[src/core/blie_pkg.sv]
// shared constants for the bit and logic instruction executor
package blie_pkg;
    // instruction word shape
    localparam int BLIE_IW = 14;
    localparam int BLIE_DW = 8;
    localparam int BLIE_AW = 7;
    // field positions
    localparam int BLIE_DEST_POS = 7;
    localparam int BLIE_BIT_LSB = 7;
    localparam int BLIE_BIT_W = 3;
    // byte-oriented opcodes, word bits 13:8
    localparam logic [5:0] BLIE_OP_ADD_W_TO_FILE = 6'h07;
    localparam logic [5:0] BLIE_OP_AND_W_WITH_FILE = 6'h05;
    localparam logic [5:0] BLIE_OP_AND_LITERAL_WITH_W = 6'h39;
    // bit-oriented opcodes, word bits 13:10
    localparam logic [3:0] BLIE_OP_BIT_CLEAR_FILE = 4'h4;
    localparam logic [3:0] BLIE_OP_BIT_SET_FILE = 4'h5;
    localparam logic [3:0] BLIE_OP_BIT_TEST_SKIP_IF_CLEAR = 4'h6;
    localparam logic [3:0] BLIE_OP_BIT_TEST_SKIP_IF_SET = 4'h7;
    // reset values
    localparam logic [7:0] BLIE_W_RST = 8'h00;
    // flag write mask positions: zero, digit carry, carry
    localparam int BLIE_FLAG_Z = 2;
    localparam int BLIE_FLAG_DC = 1;
    localparam int BLIE_FLAG_C = 0;
    // execution slot state
    typedef enum logic {BLIE_EXEC, BLIE_FLUSH} blie_state_e;
endpackage : blie_pkg

[src/core/blie_bit_sel.sv]
// one-hot mask and bit pick for bit-oriented instructions
`timescale 1ns/1ps
module blie_bit_sel #(
    parameter int DW = 8,
    parameter int SW = 3
) (
    input wire logic [DW-1:0] data,
    input wire logic [SW-1:0] sel,
    output logic [DW-1:0] mask,
    output logic bit_val
);
    // mask drives set and clear, bit_val drives the skip tests
    assign mask = DW'(1) << sel;
    assign bit_val = data[sel];
endmodule : blie_bit_sel

[src/core/blie_exec.sv]
// executor for add, and, bit set/clear and bit-test-skip instructions
// Contract
// - skip-if-clear skips next when bit is 0
// - skipped prefetch discarded, no-operation runs instead
// - skip-if-clear: one cycle, two when skipping
// - skip-if-set skips next when bit is 1
// - skip-if-set timing; bit tests leave flags alone
// - skip-if-clear decoded with bit and address fields
// - skip-if-set differs only by prefix bits
`timescale 1ns/1ps
module blie_exec (
    clk_sys,
    rst_n,
    instr_valid,
    instr_word,
    file_rd_data,
    w_r,
    file_we_r,
    file_waddr_r,
    file_wdata_r,
    flag_we_r,
    flag_z_r,
    flag_dc_r,
    flag_c_r,
    skip_r,
    nop_slot_r,
    retire_r,
    foreign_r
);
    import blie_pkg::*;
    input wire logic clk_sys; // instruction cycle clock
    input wire logic rst_n; // synchronous, active low
    input wire logic instr_valid; // instr_word holds an instruction this cycle
    input wire logic [blie_pkg::BLIE_IW-1:0] instr_word; // fetched instruction
    input wire logic [blie_pkg::BLIE_DW-1:0] file_rd_data; // file register at instr_word[6:0]
    output logic [blie_pkg::BLIE_DW-1:0] w_r; // working register
    output logic file_we_r; // file write strobe
    output logic [blie_pkg::BLIE_AW-1:0] file_waddr_r; // file write address
    output logic [blie_pkg::BLIE_DW-1:0] file_wdata_r; // file write data
    output logic [2:0] flag_we_r; // which flags were updated (z, dc, c)
    output logic flag_z_r; // zero flag value
    output logic flag_dc_r; // digit carry value
    output logic flag_c_r; // carry value
    output logic skip_r; // prefetched word is being discarded
    output logic nop_slot_r; // a no-operation ran in the skipped slot
    output logic retire_r; // an instruction of this group completed
    output logic foreign_r; // word was not of this group, ignored

    blie_state_e state_r; // slot state
    blie_state_e state_nxt;

    // field extraction
    wire [5:0] op6 = instr_word[13:8];
    wire [3:0] op4 = instr_word[13:10];
    wire dest_file = instr_word[BLIE_DEST_POS];
    wire [BLIE_AW-1:0] faddr = instr_word[BLIE_AW-1:0];
    wire [BLIE_BIT_W-1:0] bsel = instr_word[BLIE_BIT_LSB +: BLIE_BIT_W];
    wire [BLIE_DW-1:0] lit = instr_word[BLIE_DW-1:0];

    // only words in an execute slot count; a flush slot ignores its word
    wire live = instr_valid && (state_r == BLIE_EXEC);
    wire is_add = live && (op6 == BLIE_OP_ADD_W_TO_FILE);
    wire is_andf = live && (op6 == BLIE_OP_AND_W_WITH_FILE);
    wire is_andl = live && (op6 == BLIE_OP_AND_LITERAL_WITH_W);
    wire is_bclr = live && (op4 == BLIE_OP_BIT_CLEAR_FILE);
    wire is_bset = live && (op4 == BLIE_OP_BIT_SET_FILE);
    wire is_tclr = live && (op4 == BLIE_OP_BIT_TEST_SKIP_IF_CLEAR);
    wire is_tset = live && (op4 == BLIE_OP_BIT_TEST_SKIP_IF_SET);
    wire is_ours = is_add || is_andf || is_andl || is_bclr || is_bset || is_tclr || is_tset;

    // bit mask and tested bit
    wire [BLIE_DW-1:0] bmask;
    wire bval;
    blie_bit_sel #(.DW(BLIE_DW), .SW(BLIE_BIT_W)) u_bit_sel (
        .data(file_rd_data),
        .sel(bsel),
        .mask(bmask),
        .bit_val(bval)
    );

    // arithmetic: low nibble sum gives the digit carry
    wire [4:0] low_sum = {1'b0, w_r[3:0]} + {1'b0, file_rd_data[3:0]};
    wire [8:0] full_sum = {1'b0, w_r} + {1'b0, file_rd_data};
    wire [BLIE_DW-1:0] and_f = w_r & file_rd_data;
    wire [BLIE_DW-1:0] and_l = w_r & lit;

    // skip when clear bit reads 0
    wire skip_clr = is_tclr && !bval;
    // skip when set bit reads 1
    wire skip_set = is_tset && bval;
    wire skip_go = skip_clr || skip_set;

    // result of the byte/bit op, chosen by opcode
    wire [BLIE_DW-1:0] result = is_add ? full_sum[BLIE_DW-1:0] :
                                is_andf ? and_f :
                                is_andl ? and_l :
                                is_bclr ? (file_rd_data & ~bmask) :
                                (file_rd_data | bmask);
    // destination: d=1 file, d=0 W; literal always to W
    wire to_file = ((is_add || is_andf) && dest_file) || is_bclr || is_bset;
    wire to_w = ((is_add || is_andf) && !dest_file) || is_andl;
    // flag update masks; bit ops and bit tests touch none
    wire z_upd = is_add || is_andf || is_andl;
    wire cdc_upd = is_add;

    // two slots only on a taken skip; same for skip-if-set
    always_comb begin
        state_nxt = BLIE_EXEC;
        unique case (state_r)
            BLIE_EXEC: if (skip_go) begin
                state_nxt = BLIE_FLUSH;
            end
            BLIE_FLUSH: state_nxt = BLIE_EXEC;
        endcase
    end

    // slot state; one flush slot at most
    always_ff @(posedge clk_sys) begin
        if (!rst_n) begin
            state_r <= BLIE_EXEC;
        end else begin
            state_r <= state_nxt;
        end
    end

    // working register; only written by this group
    always_ff @(posedge clk_sys) begin
        if (!rst_n) begin
            w_r <= BLIE_W_RST;
        end else if (to_w) begin
            w_r <= result;
        end
    end

    // file write-back registered; strobe comes the cycle after the instruction
    always_ff @(posedge clk_sys) begin
        if (!rst_n) begin
            file_we_r <= 1'b0;
            file_waddr_r <= '0;
            file_wdata_r <= '0;
        end else begin
            file_we_r <= to_file;
            file_waddr_r <= faddr;
            file_wdata_r <= result;
        end
    end

    // flags: bit tests never raise a flag write
    always_ff @(posedge clk_sys) begin
        if (!rst_n) begin
            flag_we_r <= 3'h0;
            flag_z_r <= 1'b0;
            flag_dc_r <= 1'b0;
            flag_c_r <= 1'b0;
        end else begin
            flag_we_r <= {z_upd, cdc_upd, cdc_upd};
            flag_z_r <= z_upd ? (result == '0) : flag_z_r;
            flag_dc_r <= cdc_upd ? low_sum[4] : flag_dc_r;
            flag_c_r <= cdc_upd ? full_sum[8] : flag_c_r;
        end
    end

    // discard prefetch and run a no-operation in its slot
    always_ff @(posedge clk_sys) begin
        if (!rst_n) begin
            skip_r <= 1'b0;
            nop_slot_r <= 1'b0;
            retire_r <= 1'b0;
            foreign_r <= 1'b0;
        end else begin
            skip_r <= skip_go;
            nop_slot_r <= (state_r == BLIE_FLUSH);
            retire_r <= is_ours;
            foreign_r <= live && !is_ours;
        end
    end
endmodule : blie_exec

[config.mk]
export PLATFORM = sky130hd
export DESIGN_NAME = blie_exec
export DESIGN_NICKNAME = d
export VERILOG_FILES = /design/src/core/blie_pkg.sv /design/src/core/blie_bit_sel.sv /design/src/core/blie_exec.sv
export SDC_FILE = /design/constraint.sdc
export NUM_CORES = 1
export LEC_CHECK = 0
export BUFFER_PORTS_ARGS = -buffer_cell sky130_fd_sc_hd__buf_2
export CELL_PAD_IN_SITES_DETAIL_PLACEMENT = 1
export CELL_PAD_IN_SITES_GLOBAL_PLACEMENT = 2
export CORE_ASPECT_RATIO = 1.75
export CORE_MARGIN = 4
export CORE_UTILIZATION = 30
export CTS_BUF_LIST = sky130_fd_sc_hd__clkbuf_2 sky130_fd_sc_hd__clkbuf_4 sky130_fd_sc_hd__clkbuf_8
export CTS_CLUSTER_SIZE = 40
export DETAILED_ROUTE_END_ITERATION = 10
export GPL_ROUTABILITY_DRIVEN = 0
export PLACE_DENSITY = 0.8
export SLEW_MARGIN = 0
export SYNTH_ARGS = -nofsm -noshare
export SYNTH_HDL_FRONTEND = slang
export SYNTH_SLANG_ARGS = --single-unit
[constraint.sdc]
create_clock -name clk_sys -period 3 [get_ports clk_sys]
set_clock_uncertainty 0.05 [all_clocks]
set_input_delay 0.45 -clock clk_sys [delete_from_list [all_inputs] [get_ports clk_sys]]
set_output_delay 0.45 -clock clk_sys [all_outputs]
set_load 0.05 [all_outputs]
==> out/metrics.csv <==
stage;metric;value;unit
clock_tree;CTS max path bufs;2;
min_path;Hold Path Class;in2reg;
synthesis;post-synthesis cell count;226;
clock_tree;hold buffers post-CTS;0;
routing;DR WL/cell;18.0;um
timing;Slew Limit Fails;0;
die;# rows;37;
routing;DRT iter0 DRCs;80;
clock_tree;clk slew on worst S/H paths;0.07;ns
power_and_ir_drop;LEAKAGE;1.08;nW
place;Post-DP HPWL;5240;um
power_and_ir_drop;total power;0.000993;W
synthesis;Seq/Total Area, Yosys;0.362;
setup_path;CP Launch Type;flop;
routing;DRT antenna net count;0;
routing;vias;1951;
synthesis;Cell variety after synth;49;
routing;via/cell ratio;5.36;
run_status;status;finished, final reports clean;
routing;final WL;6570;um
global_routing;GR Overflow Total;0;
global_routing;gr usage total;0.181;
setup_path;CP Class;reg2reg;
final_layout;Layout area overhead;25.0;%
power_and_ir_drop;power per cell area;422;mW/mm2
global_routing;vias in the first global route;1991;
clock_tree;clk root buf;clkbuf_8;
clock_tree;CTS tree;done;
clock_tree;# H-tree levels;2;
die;# IOs;59;
timing;part of the cycle the worst path needs;0.795;
timing;f_max;0.419;GHz
synthesis;Post-Syn Area;0.00188;mm2
synthesis;mean post-synth cell area;8.32;um2
synthesis;number of flops mapped to enable cells by yosys;0;
timing;worst-margin pin slew;0.703;ns
setup_path;worst-path fanout max;11;
final_layout;Nets;320;
synthesis;Mapped Nets;260;
timing;slew margin rel.;0.531;
place;Port Buf Inserts;58;
clock_tree;post-CTS sizing;0;
setup_path;crit path DAT;2.55;ns
timing;RSZ-0062 raised after global routing;no;
die;Die Span Y;113;um
global_routing;pin count of the biggest net entering global routing;23;
die;die width;67.9;um
synthesis;ys flop type;dfxtp_1;
clock_tree;CTS Sinks;34;
power_and_ir_drop;VDD IR max;0.000180;V
timing;Fin. Hold Viols;0;
clock_tree;Post-CTS Repair Setup Buffers;0;
final_layout;commonest cells after routing, fill and taps aside;58 x buf_2, 37 x nor2_1, 34 x dfxtp_1;
global_routing;initial antenna violation count;0;
timing;Final setup viols;0;
job;maxcap violations;0;
synthesis;Async SR Flop Fraction;0;
die;CORE AREA;0.00597;mm2
final_layout;layout cells sized above 1;0.280;
die;die area;0.00765;mm2
global_routing;first-pass GRT wire length;10300;um
synthesis;Ys Warns;0;
synthesis;flops & latches, synth;34;
clock_tree;Clock Latency Late Sink;0.29;ns
timing;Final Critical Period;2.38;ns
setup_path;CP Capture Type;flop;
die;initial core utilization;0.315;
routing;Residual DRC;0;
clock_tree;CTS Buf Count;5;
final_layout;most common cell after layout, fill and taps aside;buf_2;
timing;TNS Setup;0;ns
routing;DRT Pass-1 Iters;4;
setup_path;Required @ worst endpoint;3.17;ns
final_layout;Inserted Diodes;0;
final timing paths:
| path | start | end | slack (ns) | cells after the start |
|---|---|---|---|---|
| hold / removal | instr_word[3] | file_waddr_r[3] | 0.34 | 2 |
| setup / recovery | state_r | w_r[4] | 0.62 | 7 |
| hold reg to reg | flag_z_r | flag_z_r | 0.42 | 2 |
| setup reg to reg | state_r | w_r[4] | 0.62 | 7 |
metal layers:
metal	GRT usage	vias up	part of all wire
li1	-	944	-
met1	0.185	915	0.36
met4	0.104	0	0.050
met5	0	-	0
met2	0.327	69	0.53
met3	0.0338	23	0.057
report_power, final:
group          internal [W]  leakage (nW)  total, W  switching (W)
clock network      0.000156        0.0438  0.000318       0.000163
logic             0.0000635         0.754  0.000203       0.000139
registers          0.000467         0.279  0.000472     0.00000467
registers in the layout, indices dropped and copies added, names as in the netlist:
signal,flops
flag_dc_r,1
file_waddr_r,7
flag_we_r,2
retire_r,1
state_r,1
file_we_r,1
foreign_r,1
nop_slot_r,1
skip_r,1
file_wdata_r,8
w_r,8
flag_c_r,1
flag_z_r,1
per-stage QoR:
stage                     hold slack (ns)  instances  area, um2  setup slack [ns]   util
final                               0.337        364       2350             0.615  0.394
after global routing                0.343        364       2350             0.496  0.394
after CTS                           0.335        364       2350             0.597  0.394
after detailed placement            0.420        357       2270             0.322  0.380
after global placement              0.416        357       2270             0.373  0.380
after floorplan                     0.382        226       1880             0.455      -
cell usage after synthesis (3+ instances only):
| cell type | instances | share of area |
|---|---|---|
| nor2_1 | 37 | 0.074 |
| dfxtp_1 | 34 | 0.36 |
| a21oi_1 | 21 | 0.056 |
| nor3_1 | 11 | 0.029 |
| and2_1 | 10 | 0.033 |
| nand2_1 | 10 | 0.020 |
| ha_1 | 9 | 0.060 |
| clkbuf_1 | 7 | 0.014 |
| mux2i_1 | 7 | 0.037 |
| o21ai_0 | 7 | 0.019 |
| o22ai_1 | 6 | 0.020 |
| nand3_1 | 5 | 0.013 |
| o21a_1 | 5 | 0.020 |
| a31o_2 | 3 | 0.014 |
| a31oi_1 | 3 | 0.010 |
| buf_2 | 3 | 0.0080 |
| inv_1 | 3 | 0.0060 |
| or3_1 | 3 | 0.010 |
| xnor2_1 | 3 | 0.014 |
cell type report:
cell class	count	area (um2)
Clock inverter	2	10.0
Timing Repair Buffer	66	350
Sequential cell	34	681
Inverter	3	11.3
Tap cell	78	97.6
Multi-Input combinational cell	176	1130
Fill cell	760	3620
Clock buffer	5	68.8
cell families (layout without fill, tap and decap cells):
kind of cell    after synthesis  count (layout)  share of synthesized area
compound gates               61              61                      0.208
xor+xnor                      3               3                     0.0140
fa+ha+maj                     9               9                     0.0599
buf+inv                      16              76                     0.0359
flops                        34              34                      0.362
mux                          10              10                     0.0672
simple gates                 93              93                      0.253
worst max-delay path, cell delays in order, from the launching register on:
cell,delay (ns)
dfxtp_1,0.36
or4b_1,0.50
or2_1,0.41
or4_1,0.53
nand3_1,0.13
a21oi_1,0.07
o21a_1,0.19
nor2_1,0.08
Note: power is estimated with default switching activity, not from simulation.
